<file path="src/lvm_regs.svh">
// Register offsets, field positions, reset values and timing counts of the voltage event monitor
`ifndef LVM_REGS_SVH
`define LVM_REGS_SVH

// ----------------------------------------
// Register offsets
// ----------------------------------------
`define LVM_ADDR_WAVE 6'h01
`define LVM_ADDR_PERIOD 6'h07
`define LVM_ADDR_MEASUREMENT_MODE 6'h0b
`define LVM_ADDR_WMODE 6'h0d
`define LVM_ADDR_IRQEN 6'h0f
`define LVM_ADDR_STATUS 6'h10
`define LVM_ADDR_READ_CLEAR_STATUS 6'h11
`define LVM_ADDR_CROSSING_TIMEOUT_RELOAD 6'h12
`define LVM_ADDR_DIPCYC 6'h14
`define LVM_ADDR_DIPLVL 6'h15
`define LVM_ADDR_VOLTAGE_PEAK_THRESHOLD 6'h16

// ----------------------------------------
// Field positions
// ----------------------------------------
`define LVM_ST_WSMP 0
`define LVM_ST_DIP 1
`define LVM_ST_CROSSING_TIMEOUT_FLAG 4
`define LVM_ST_ZX 7
`define LVM_ST_PKV 10
`define LVM_MM_PERSEL 0
`define LVM_MM_PKSEL 2
`define LVM_MM_CROSSING_PHASE_ENABLES 4
`define LVM_WM_PHSEL 0
`define LVM_WM_RATE 3

// ----------------------------------------
// Reset values
// ----------------------------------------
`define LVM_RST_MEASUREMENT_MODE 8'h70
`define LVM_RST_WMODE 8'h00
`define LVM_RST_IRQEN 11'h000
`define LVM_RST_CROSSING_TIMEOUT_RELOAD 16'hffff
`define LVM_RST_DIPCYC 8'hff
`define LVM_RST_DIPLVL 8'h00
`define LVM_RST_VOLTAGE_PEAK_THRESHOLD 8'hff

// ----------------------------------------
// Timing counts, in master clock periods, and full-scale sample code limits
// ----------------------------------------
`define LVM_TOUT_TICK 384
`define LVM_PER_TICK 24
`define LVM_FS_MAX 16'h28f5
`define LVM_FS_MIN 16'hd70b

`endif

</file>
<file path="src/lvm_pkg.sv">
// Types shared by the voltage event monitor
package lvm_pkg;

  // Register read and write request
  typedef struct packed {
    logic wr;
    logic rd;
    logic ack;
    logic [5:0] addr;
    logic [15:0] wdata;
  } lvm_req_t;

  // Byte-serial read answer
  typedef struct packed {
    logic valid;
    logic [7:0] data;
  } lvm_rsp_t;

  // Whole module state
  typedef struct packed {
    logic [2:0][15:0] filt;
    logic [2:0] prev_neg;
    logic [2:0] all_below;
    logic [2:0][7:0] dip_cnt;
    logic [2:0][15:0] tout;
    logic [8:0] tick_to;
    logic [4:0] tick_per;
    logic [14:0] per_cnt;
    logic [14:0] period;
    logic [10:0] status;
    logic [10:0] irq_en;
    logic [7:0] measurement_mode;
    logic [7:0] wmode;
    logic [15:0] zx_reload;
    logic [7:0] dip_lvl;
    logic [7:0] dip_cyc;
    logic [7:0] voltage_peak_threshold;
    logic [2:0] dec_cnt;
    logic [1:0][15:0] buf_data;
    logic [1:0] buf_cnt;
    logic [23:0] wave;
    logic wave_lock;
    logic [23:0] rd_sh;
    logic [1:0] rd_left;
    logic rd_wave;
    logic rsp_valid;
    logic in_ready;
    logic [2:0] mult_bit;
    logic irq_n;
  } lvm_state_t;

endpackage

</file>
<file path="src/lvm_monitor.sv">
// Voltage channel event monitor: smoothing, crossings, timeouts, period, dip and peak
`timescale 1ns/1ps
`include "lvm_regs.svh"

module lvm_monitor
  import lvm_pkg::*;
#(
  parameter int FILT_SHIFT = 4
) (
  input wire logic i_sys_clk,
  input wire logic i_nrst,
  input wire logic i_vsample_valid,
  input wire logic [2:0][15:0] i_vsample,
  input wire logic [2:0] i_mod_vbit,
  input wire lvm_req_t i_req,
  output logic o_vsample_ready,
  output logic [2:0] o_mult_vbit,
  output lvm_rsp_t o_rsp,
  output logic o_irq_n
);

  lvm_state_t st;
  lvm_state_t next_st;

  // Helpers shared by the logic and its checks
  logic take;
  logic [2:0] zx_rise;
  logic [2:0][8:0] vabs;
  logic [1:0] per_ph;
  logic [1:0] pk_ph;
  logic [15:0] wave_pick;
  logic [1:0] rate;
  logic rd_read_clear_status;
  logic [2:0] in_fs;
  logic [2:0] filt_fs;

  // Per-phase detection terms
  always_comb begin
    take = i_vsample_valid && st.in_ready;
    per_ph = (st.measurement_mode[`LVM_MM_PERSEL +: 2] == 2'h3) ? 2'h0 : st.measurement_mode[`LVM_MM_PERSEL +: 2];
    pk_ph = (st.measurement_mode[`LVM_MM_PKSEL +: 2] == 2'h3) ? 2'h0 : st.measurement_mode[`LVM_MM_PKSEL +: 2];
    rate = st.wmode[`LVM_WM_RATE +: 2];
    rd_read_clear_status = i_req.rd && (i_req.addr == `LVM_ADDR_READ_CLEAR_STATUS);
    for (int p = 0; p < 3; p++) begin
      // Crossings taken from the smoothed value so modulator noise cannot chatter them
      zx_rise[p] = take && st.prev_neg[p] && !st.filt[p][15];
      // Absolute value of the top byte, nine bits so that -128 does not wrap
      vabs[p] = st.filt[p][15] ? (9'h000 - {st.filt[p][15], st.filt[p][15:8]})
                               : {1'b0, st.filt[p][15:8]};
      // Full-scale window of the offered sample and of the smoothed code
      in_fs[p] = $signed(i_vsample[p]) <= $signed(`LVM_FS_MAX) && $signed(i_vsample[p]) >= $signed(`LVM_FS_MIN);
      filt_fs[p] = $signed(st.filt[p]) <= $signed(`LVM_FS_MAX) && $signed(st.filt[p]) >= $signed(`LVM_FS_MIN);
    end
    case (st.wmode[`LVM_WM_PHSEL +: 2])
      2'h1: wave_pick = st.filt[1];
      2'h2: wave_pick = st.filt[2];
      default: wave_pick = st.filt[0];
    endcase
  end

  // ----------------------------------------
  // Next-state logic
  // ----------------------------------------
  always_comb begin
    logic [16:0] diff;
    logic [16:0] step;
    logic push;
    logic pop;
    logic [2:0] mask;
    logic [10:0] set;
    logic [15:0] word;
    next_st = st;
    diff = 17'h00000;
    step = 17'h00000;
    set = 11'h000;
    word = 16'h0000;
    mask = 3'h0;
    push = 1'b0;
    pop = 1'b0;
    // Modulator bits go to the multiplier untouched
    next_st.mult_bit = i_mod_vbit;

    // Shared tick dividers for timeout and period counting
    next_st.tick_to = (st.tick_to == 9'(`LVM_TOUT_TICK - 1)) ? 9'h000 : st.tick_to + 9'h001;
    next_st.tick_per = (st.tick_per == 5'(`LVM_PER_TICK - 1)) ? 5'h00 : st.tick_per + 5'h01;

    for (int p = 0; p < 3; p++) begin
      if (take) begin
        // Single-pole smoother, y += (x - y) >> k; k sets the 260 Hz pole
        diff = {i_vsample[p][15], i_vsample[p]} - {st.filt[p][15], st.filt[p]};
        step = 17'($signed(diff) >>> FILT_SHIFT);
        next_st.filt[p] = st.filt[p] + step[15:0];
        next_st.prev_neg[p] = st.filt[p][15];
        // Dip: count half cycles in which every sample stayed below the level
        if (st.filt[p][15] != st.prev_neg[p]) begin
          if (st.all_below[p]) begin
            next_st.dip_cnt[p] = (st.dip_cnt[p] == 8'hff) ? 8'hff : st.dip_cnt[p] + 8'h01;
            if (st.dip_cnt[p] + 8'h01 == st.dip_cyc) begin
              set[`LVM_ST_DIP + p] = 1'b1;
            end
          end else begin
            next_st.dip_cnt[p] = 8'h00;
          end
          next_st.all_below[p] = ({1'b0, st.dip_lvl} > vabs[p]);
        end else if (!({1'b0, st.dip_lvl} > vabs[p])) begin
          next_st.all_below[p] = 1'b0;
        end
      end
      // Timeout counter: reload on crossing, else step down at each tick
      if (zx_rise[p]) begin
        next_st.tout[p] = st.zx_reload;
      end else if (st.tick_to == 9'h000 && st.tout[p] != 16'h0000) begin
        next_st.tout[p] = st.tout[p] - 16'h0001;
        if (st.tout[p] == 16'h0001) begin
          set[`LVM_ST_CROSSING_TIMEOUT_FLAG + p] = 1'b1;
        end
      end
      if (zx_rise[p] && st.measurement_mode[`LVM_MM_CROSSING_PHASE_ENABLES + p]) begin
        set[`LVM_ST_ZX + p] = 1'b1;
      end
      // A disabled phase keeps its timeout flag up
      if (!st.measurement_mode[`LVM_MM_CROSSING_PHASE_ENABLES + p]) begin
        set[`LVM_ST_CROSSING_TIMEOUT_FLAG + p] = 1'b1;
      end
    end

    // Peak on the one selected phase
    if (take && (vabs[pk_ph] > {1'b0, st.voltage_peak_threshold})) begin
      set[`LVM_ST_PKV] = 1'b1;
    end

    // Period counter in 24-clock units, latched at the selected phase crossing
    if (zx_rise[per_ph] && st.measurement_mode[`LVM_MM_CROSSING_PHASE_ENABLES + per_ph]) begin
      next_st.period = st.per_cnt;
      next_st.per_cnt = 15'h0000;
    end else if (st.tick_per == 5'h00 && st.per_cnt != 15'h7fff) begin
      next_st.per_cnt = st.per_cnt + 15'h0001;
    end

    // Decimation of smoothed samples to the chosen waveform rate
    mask = 3'((4'h1 << rate) - 4'h1);
    push = take && ((st.dec_cnt & mask) == 3'h0);
    if (take) begin
      next_st.dec_cnt = st.dec_cnt + 3'h1;
    end
    // Waveform register drains the buffer only when no read holds it
    pop = (st.buf_cnt != 2'h0) && !st.wave_lock;
    if (pop) begin
      next_st.wave = {8'h00, st.buf_data[0]};
      set[`LVM_ST_WSMP] = 1'b1;
      next_st.buf_data[0] = st.buf_data[1];
    end
    if (push) begin
      next_st.buf_data[(pop || st.buf_cnt == 2'h0) ? 0 : 1] = wave_pick;
      if (pop && st.buf_cnt == 2'h2) begin
        next_st.buf_data[1] = wave_pick;
      end
    end
    next_st.buf_cnt = st.buf_cnt + {1'b0, push} - {1'b0, pop};
    // Source stalls while the buffer could overflow on the next sample
    next_st.in_ready = (next_st.buf_cnt != 2'h2);

    // Register writes
    if (i_req.wr) begin
      case (i_req.addr)
        `LVM_ADDR_MEASUREMENT_MODE: next_st.measurement_mode = i_req.wdata[7:0];
        `LVM_ADDR_WMODE: next_st.wmode = i_req.wdata[7:0];
        `LVM_ADDR_IRQEN: next_st.irq_en = i_req.wdata[10:0];
        `LVM_ADDR_CROSSING_TIMEOUT_RELOAD: next_st.zx_reload = i_req.wdata;
        `LVM_ADDR_DIPCYC: next_st.dip_cyc = i_req.wdata[7:0];
        `LVM_ADDR_DIPLVL: next_st.dip_lvl = i_req.wdata[7:0];
        `LVM_ADDR_VOLTAGE_PEAK_THRESHOLD: next_st.voltage_peak_threshold = i_req.wdata[7:0];
        default: next_st.measurement_mode = next_st.measurement_mode;
      endcase
    end

    // Register reads: capture a value, then hand it out a byte at a time
    if (i_req.rd) begin
      case (i_req.addr)
        `LVM_ADDR_WAVE: word = 16'h0000;
        `LVM_ADDR_PERIOD: word = {1'b0, st.period};
        `LVM_ADDR_MEASUREMENT_MODE: word = {8'h00, st.measurement_mode};
        `LVM_ADDR_WMODE: word = {8'h00, st.wmode};
        `LVM_ADDR_IRQEN: word = {5'h00, st.irq_en};
        `LVM_ADDR_STATUS: word = {5'h00, st.status};
        `LVM_ADDR_READ_CLEAR_STATUS: word = {5'h00, st.status};
        `LVM_ADDR_CROSSING_TIMEOUT_RELOAD: word = st.zx_reload;
        `LVM_ADDR_DIPCYC: word = {8'h00, st.dip_cyc};
        `LVM_ADDR_DIPLVL: word = {8'h00, st.dip_lvl};
        `LVM_ADDR_VOLTAGE_PEAK_THRESHOLD: word = {8'h00, st.voltage_peak_threshold};
        default: word = 16'h0000;
      endcase
      if (i_req.addr == `LVM_ADDR_WAVE) begin
        // Most significant byte first; lock keeps the three bytes coherent
        next_st.rd_sh = st.wave;
        next_st.rd_left = 2'h3;
        next_st.rd_wave = 1'b1;
        next_st.wave_lock = 1'b1;
      end else begin
        next_st.rd_sh = {word, 8'h00};
        next_st.rd_left = 2'h2;
        next_st.rd_wave = 1'b0;
      end
    end else if (i_req.ack && st.rd_left != 2'h0) begin
      next_st.rd_sh = {st.rd_sh[15:0], 8'h00};
      next_st.rd_left = st.rd_left - 2'h1;
      if (st.rd_left == 2'h1) begin
        next_st.wave_lock = 1'b0;
        next_st.rd_wave = 1'b0;
      end
    end

    // Flags: read-to-clear drops them, a same-cycle event still wins
    next_st.status = (rd_read_clear_status ? 11'h000 : st.status) | set;
    // Interrupt follows any enabled flag
    next_st.irq_n = ~|(next_st.status & next_st.irq_en);
    // Answer valid kept in its own flop so the pin has no logic behind it
    next_st.rsp_valid = (next_st.rd_left != 2'h0);
  end

  // ----------------------------------------
  // State register
  // ----------------------------------------
  always_ff @(posedge i_sys_clk or negedge i_nrst) begin
    if (!i_nrst) begin
      st <= '0;
      st.measurement_mode <= `LVM_RST_MEASUREMENT_MODE;
      st.wmode <= `LVM_RST_WMODE;
      st.irq_en <= `LVM_RST_IRQEN;
      st.zx_reload <= `LVM_RST_CROSSING_TIMEOUT_RELOAD;
      st.tout <= {3{`LVM_RST_CROSSING_TIMEOUT_RELOAD}};
      st.dip_cyc <= `LVM_RST_DIPCYC;
      st.dip_lvl <= `LVM_RST_DIPLVL;
      st.voltage_peak_threshold <= `LVM_RST_VOLTAGE_PEAK_THRESHOLD;
      st.in_ready <= 1'b1;
      st.irq_n <= 1'b1;
    end else begin
      st <= next_st;
    end
  end

  // Outputs straight from flip-flops
  assign o_vsample_ready = st.in_ready;
  assign o_mult_vbit = st.mult_bit;
  assign o_rsp = '{valid: st.rsp_valid, data: st.rd_sh[23:16]};
  assign o_irq_n = st.irq_n;
endmodule

</file>
<file path="config.mk">
export PLATFORM = sky130hd
export DESIGN_NAME = lvm_monitor
export DESIGN_NICKNAME = d
export VERILOG_FILES = /design/src/lvm_pkg.sv /design/src/lvm_monitor.sv
export VERILOG_INCLUDE_DIRS = /design/src
export SDC_FILE = /design/constraint.sdc
export NUM_CORES = 1
export LEC_CHECK = 0
export BUFFER_PORTS_ARGS = -buffer_cell sky130_fd_sc_hd__buf_4
export CAP_MARGIN = 20
export CELL_PAD_IN_SITES_DETAIL_PLACEMENT = 0
export CELL_PAD_IN_SITES_GLOBAL_PLACEMENT = 1
export CORE_MARGIN = 3
export CORE_UTILIZATION = 40
export CTS_CLUSTER_SIZE = 24
export DETAILED_ROUTE_END_ITERATION = 8
export PLACE_DENSITY = 0.67
export RECOVER_POWER = 50
export SLEW_MARGIN = 20
export SYNTH_ARGS = -nofsm -noshare
export SYNTH_HDL_FRONTEND = slang
export SYNTH_SLANG_ARGS = --single-unit
</file>
<file path="constraint.sdc">
create_clock -name i_sys_clk -period 4.8 [get_ports i_sys_clk]
set_input_delay 0.96 -clock i_sys_clk [delete_from_list [all_inputs] [get_ports i_sys_clk]]
set_output_delay 0.96 -clock i_sys_clk [all_outputs]
set_load 0.05 [all_outputs]
</file>
# Yosys cells after proc, flatten, opt, wreduce, memory -nomap -nowiden
# Cells that the tools add are included.
[totals] ff_bits=334 in_bits=79 out_inout_bits=14 word_cells=255
[classes] add_sub_neg=24 n_lt_le_gt_ge=9 n_eq_ne=37 shifts=1 n_mux=85 bitwise=3 reduce_logical=59
[op_table] op="$mux W16" count=11
[op_table] op="$pmux W16 S9" count=1
[op_table] op="$mux W8" count=11
[op_table] op="$mux W67" count=1
[op_table] op="$mux W28" count=2
[op_table] op="$sub A16 B16 Y17" count=3
[op_table] op="$add A16 B16 Y16" count=3
[op_table] op="$eq A16 B1 Y1 const B" count=3
[op_table] op="$reduce_bool A16 Y1" count=3
[op_table] op="$sub A16 B1 Y16 const B" count=3
[op_table] op="$mux W9" count=5
[op_table] op="$mux W1" count=40
[op_table] op="$eq A6 B5 Y1 const B" count=6
[op_table] op="$bwmux W32" count=1
[op_table] op="$pmux W16 S2" count=1
[op_table] op="$mux W15" count=2
[op_table] op="$gt A8 B9 Y1" count=3
[op_table] op="$mux W27" count=1
[op_table] op="$sub A1 B8 Y9 const A" count=3
[op_table] op="$add A8 B1 Y8 const B" count=3
[op_table] op="$eq A8 B8 Y1" count=3
[op_table] op="$eq A8 B8 Y1 const B" count=3
[op_table] op="$reduce_and A2 Y1" count=12
[op_table] op="$logic_and A1 B1 Y1" count=22
[op_table] op="46 further kinds" count=72

# Depth between registers and ports, before layout
[logic_depth] word_depth=11 ltp_mapped=20 mapped_depth_nobuf=20

# Worst setup path before layout
# OpenSTA, ideal clock, no wires.
[synth_timing] kind="input port to flip-flop" from="in i_vsample[34] in the netlist's numbering" to="reg st[342] in the netlist's numbering" setup_ns=0.134 arrival_ns=4.219 required_time_ns=4.666 setup_slack_ns=0.447 path_stages=17 path_buffers=0 path_cell_list="ha_1 -> a21oi_1 -> o21ai_1 -> a41o_1 -> o41ai_2 -> nor2b_1 -> o21ai_0 -> nand2b_1 -> xor2_1 -> ha_1 -> or4_1 -> a31oi_1 -> o311ai_0 -> o31ai_1 -> o21a_1 -> o21ai_1 -> xnor2_1"
[synth_via] elab_chain_cells=2
[synth_lines] item="start: declaration" line="lvm_monitor.sv:13" rtl="input wire logic [2:0][15:0] i_vsample,"
[synth_lines] item="$sub A16 B16 Y17" line="lvm_monitor.sv:90" rtl="diff = {i_vsample[p][15], i_vsample[p]} - {st.filt[p][15], st.filt[p]};"
[synth_lines] item="$add A16 B16 Y16" line="lvm_monitor.sv:92" rtl="next_st.filt[p] = st.filt[p] + step[15:0];"
[synth_lines] item="end signal: assignment" line="lvm_monitor.sv:238" rtl="st <= next_st;"
[synth_lines] item="end: declaration" line="lvm_monitor.sv:22" rtl="lvm_state_t st;"
# Every way passes these cells.
# A chain may end at the register's enable or synchronous reset.

# Worst setup path after layout
[layout_timing] from="reg st[329] in the netlist's numbering" to="reg st[342] in the netlist's numbering"
[layout_via] elab_chain_cells=2
[layout_lines] item="$sub A16 B16 Y17" line="lvm_monitor.sv:90"
[layout_lines] item="$add A16 B16 Y16 (*)" line="lvm_monitor.sv:92"
# Every way passes the cells marked *; elsewhere a longest branch is shown, timed or not.

==> flow_summary.toml <==
[setup_path]
cpMaxStageDelayCell = "or4_1"
startpoint_type = "register"
r2r_slack_ns = 0.54
r2r_start = "st[329]"
arrival_ns = 4.69
r2r_cells = 18
reg2reg_to = "st[342]"
worstPathRequired_ns = 5.23
crit_chain = "inv_1 -> ha_1 -> a21oi_1 -> o21ai_1 -> a41o_1 -> o41ai_2 -> nor2b_1 -> o21ai_0 -> nand2b_1 -> xor2_1 -> ha_1 -> or4_1 -> a31oi_1 -> o311ai_0 -> o31ai_1 -> o21a_1 -> o21ai_1 -> xnor2_1"
path_delay_family = "compound AO/OA/AOI/OAI gates"
cp_max_fo = 4
cp-end-kind = "register"
cp_slowest_stage_delay_ns = 0.49
crit_type = "register to register"
cp.buffers_inverters = 1

[final_layout]
nets = 2607
final_cell_mix = "nand2_1 (403), dfrtp_1 (249), o21ai_0 (180)"
layout-drive-gt1-share_pct = 15.0
fin_util_pct = 46.3
layout_commonest_cell = "nand2_1"
diodes = 0
final_area_um2 = 23500
n_fill_cell = 5028
syn2layout_area_growth_pct = 13.2

[global_routing]
antenna_found_initial = 0
grt_pass1_vias = 16839
grt_max_degree = 115
grt_overflow = 0
grt_use_total_pct = 21.7
grt_pass1_wl_um = 93300

[route]
drt-pass1-iter-count = 5
drc = 0
drtIter0Drc = 947
num_vias = 16763
routedWlPerCell_um = 19.1
drt-total-wl_um = 58900
via_per_inst = 5.44
drtAntennaViolNets = 0

[timing]
slew_headroom_pct = -103
fin_crit_sh_pct = 88.7
fmax_mhz = 235
finClkSkew_ns = 0.0207
period_needed_ns = 4.26
grt_setup_unrepaired = "no"
worst_pin_slew_ns = 3.05
maxSlewViolCount = 200
worst_slack_ns = 0.541
finalSetupViolations = 0
finalHoldViolCount = 0
hold_ws_ns = 0.460

[yosys]
synth_nets = 2536
async_reset_ff_share_pct = 100
ys_warn_count = 0
syn_area_um2 = 20800
synth_fa_ha_area_share_pct = 9.08
synthXorXnorAreaFrac_pct = 7.84
synthSimpleGateAreaFrac_pct = 17.8
synth_top_family_by_area = "simple AND/OR/NAND/NOR gates"
synth_seq_cells = 334
yosys.cell_types.count = 78
synth_edf_count = 0
muxShareOfSynthArea_pct = 4.24
synthFlopType = "dfrtp_1"
netlist_instances = 2308
ys_seq_area_share_pct = 40.7
synth.avg_cell_area_um2 = 9.00
synth-compound-area-share_pct = 16.5

[clock_tree]
cts_buffer_depth = 3
clk_pin_slew_ns = 0.06
numCtsBuffers = 42
cts_hold_buf = 0
clock-sinks = 334
cts_tree = "built"
clkLatencyLatePin_ns = 0.58
h-tree-depth = 2
cts_resized = 0
ctsRootBufferMaster = "clkbuf_16"
post_cts_buffers = 0

[pwr]
switchingPower_w = 0.00708
leakage_nw = 10.6
power_frac_seq_pct = 29.8
clock_power_share_pct = 19.2
combPwrFrac_pct = 51.0
p_int_w = 0.00942
ir_worst_vdd_uv = 321
swShare_pct = 42.9
power_density_nw_per_um2 = 701

[floorplan]
start_util_pct = 40.9
placeableCoreArea_um2 = 50800
fp.dieW_um = 234
die_h_um = 234
dieArea_um2 = 54700
io-pin-count = 93
row_count = 82

[place]
io_buffers = 92
routabilityCongestion = 0.860
dpl_worst_slack_ns = -0.00319
place_area_um2 = 22200
dpl.hpwl_um = 43700

[worst_hold_path]
min_path_type = "register to register"
whs_path_depth = 2
min_from = "st[68]"
whs_endpoint = "st[42]"

[outcome]
run_status = "finished, violations left"
violations = "capacitance limit, slew limit"

[job]
maxCapViolations = 3
## power by group through the flow
stage	clock network (W)	registers [W]	logic [W]
global placement	0	0.00493	0.00824
detailed placement	0	0.00495	0.00839
floorplan	0	0.00454	0.00655
finish	0.00317	0.00491	0.00841
CTS	0.00327	0.00492	0.00845
global route	0.00339	0.00504	0.00960
## worst max-delay path by stage
stage                        from  endpoint  slack, ns  cells after the start
global route              st[329]   st[342]       0.14                     19
CTS                       st[329]   st[342]       0.53                     18
floorplan           i_vsample[34]   st[342]       0.45                     17
finish                    st[329]   st[342]       0.54                     18
global placement    i_vsample[34]   st[342]     -0.009                     18
detailed placement  i_vsample[34]   st[342]     -0.003                     18
## cells in the mapped netlist, types with 5 or more instances
master	number	area, µm²
and3_1	28	175
a22oi_1	35	263
nand3_1	69	345
a211oi_1	10	75.1
nor4_1	15	93.8
clkbuf_1	76	285
buf_4	12	90.1
a21o_1	31	233
a221oi_1	15	131
nand2_1	403	1510
o211ai_1	13	97.6
mux2_2	72	811
and2_1	14	87.6
xnor2_1	128	1120
dfrtp_1	249	6230
o21ai_1	13	65.1
o31ai_1	9	67.6
nor2b_1	21	131
ha_1	146	1830
nand2b_1	19	119
inv_1	102	383
mux2i_1	7	70.1
dfstp_2	85	2230
nor2_1	152	571
or3_1	9	56.3
o21ai_0	180	901
o41ai_1	5	43.8
a31oi_1	24	150
o21a_1	17	128
nand4_1	22	138
xor2_1	58	508
a21oi_1	121	606
nor3_1	31	155
a22o_1	19	166
o21bai_1	7	52.6
or2_2	7	43.8
a222oi_1	6	60.1
or4_1	6	45.0
## registers in the layout (all words and copies together) (netlist names)
register,cells
o_vsample_ready,1
o_irq_n,1
rate,2
st,318
o_mult_vbit,3
o_rsp,9
## per-stage QoR
| step | power (W) | cells | TNS, ns |
|---|---|---|---|
| CTS | 0.0166 | 3084 | 0 |
| detailed placement | 0.0133 | 3007 | -0.00319 |
| global route | 0.0180 | 3084 | 0 |
| finish | 0.0165 | 3084 | 0 |
| global placement | 0.0132 | 3007 | -0.00887 |
| floorplan | 0.0111 | 2308 | 0 |
## cells by family after synthesis
logic type | Yosys count
muxes | 79
AOI/OAI and AO/OA | 545
and+or+nand+nor | 817
buffers and inverters | 198
adders and majority gates | 149
DFF | 334
xor gates and xnor gates | 186
## tightest hold or removal path: cells and delay by family, from the launching register on
family	cells	cell delay (ns)
and+or+nand+nor	2	0.10
DFF	1	0.34
## layout make-up
class	instances	area, µm²	share of cell area [%]
timing repair buffer	122	922	3.92
inverter	103	387	1.64
clock buffer	64	1220	5.21
clock inverter	13	165	0.702
sequential	334	8460	36.0
multi-input combinational	1776	11500	49.0
tap	672	841	3.57
## layer usage
| metal | global-route usage, % | vias up | share of wire [%] |
|---|---|---|---|
| met5 | 0 | - | 0 |
| met3 | 3.17 | 82 | 4.0 |
| met1 | 28.9 | 8096 | 45 |
| met4 | 6.04 | 0 | 2.6 |
| li1 | - | 8256 | - |
| met2 | 37.0 | 329 | 48 |
Power figures use the tool's default switching activity.
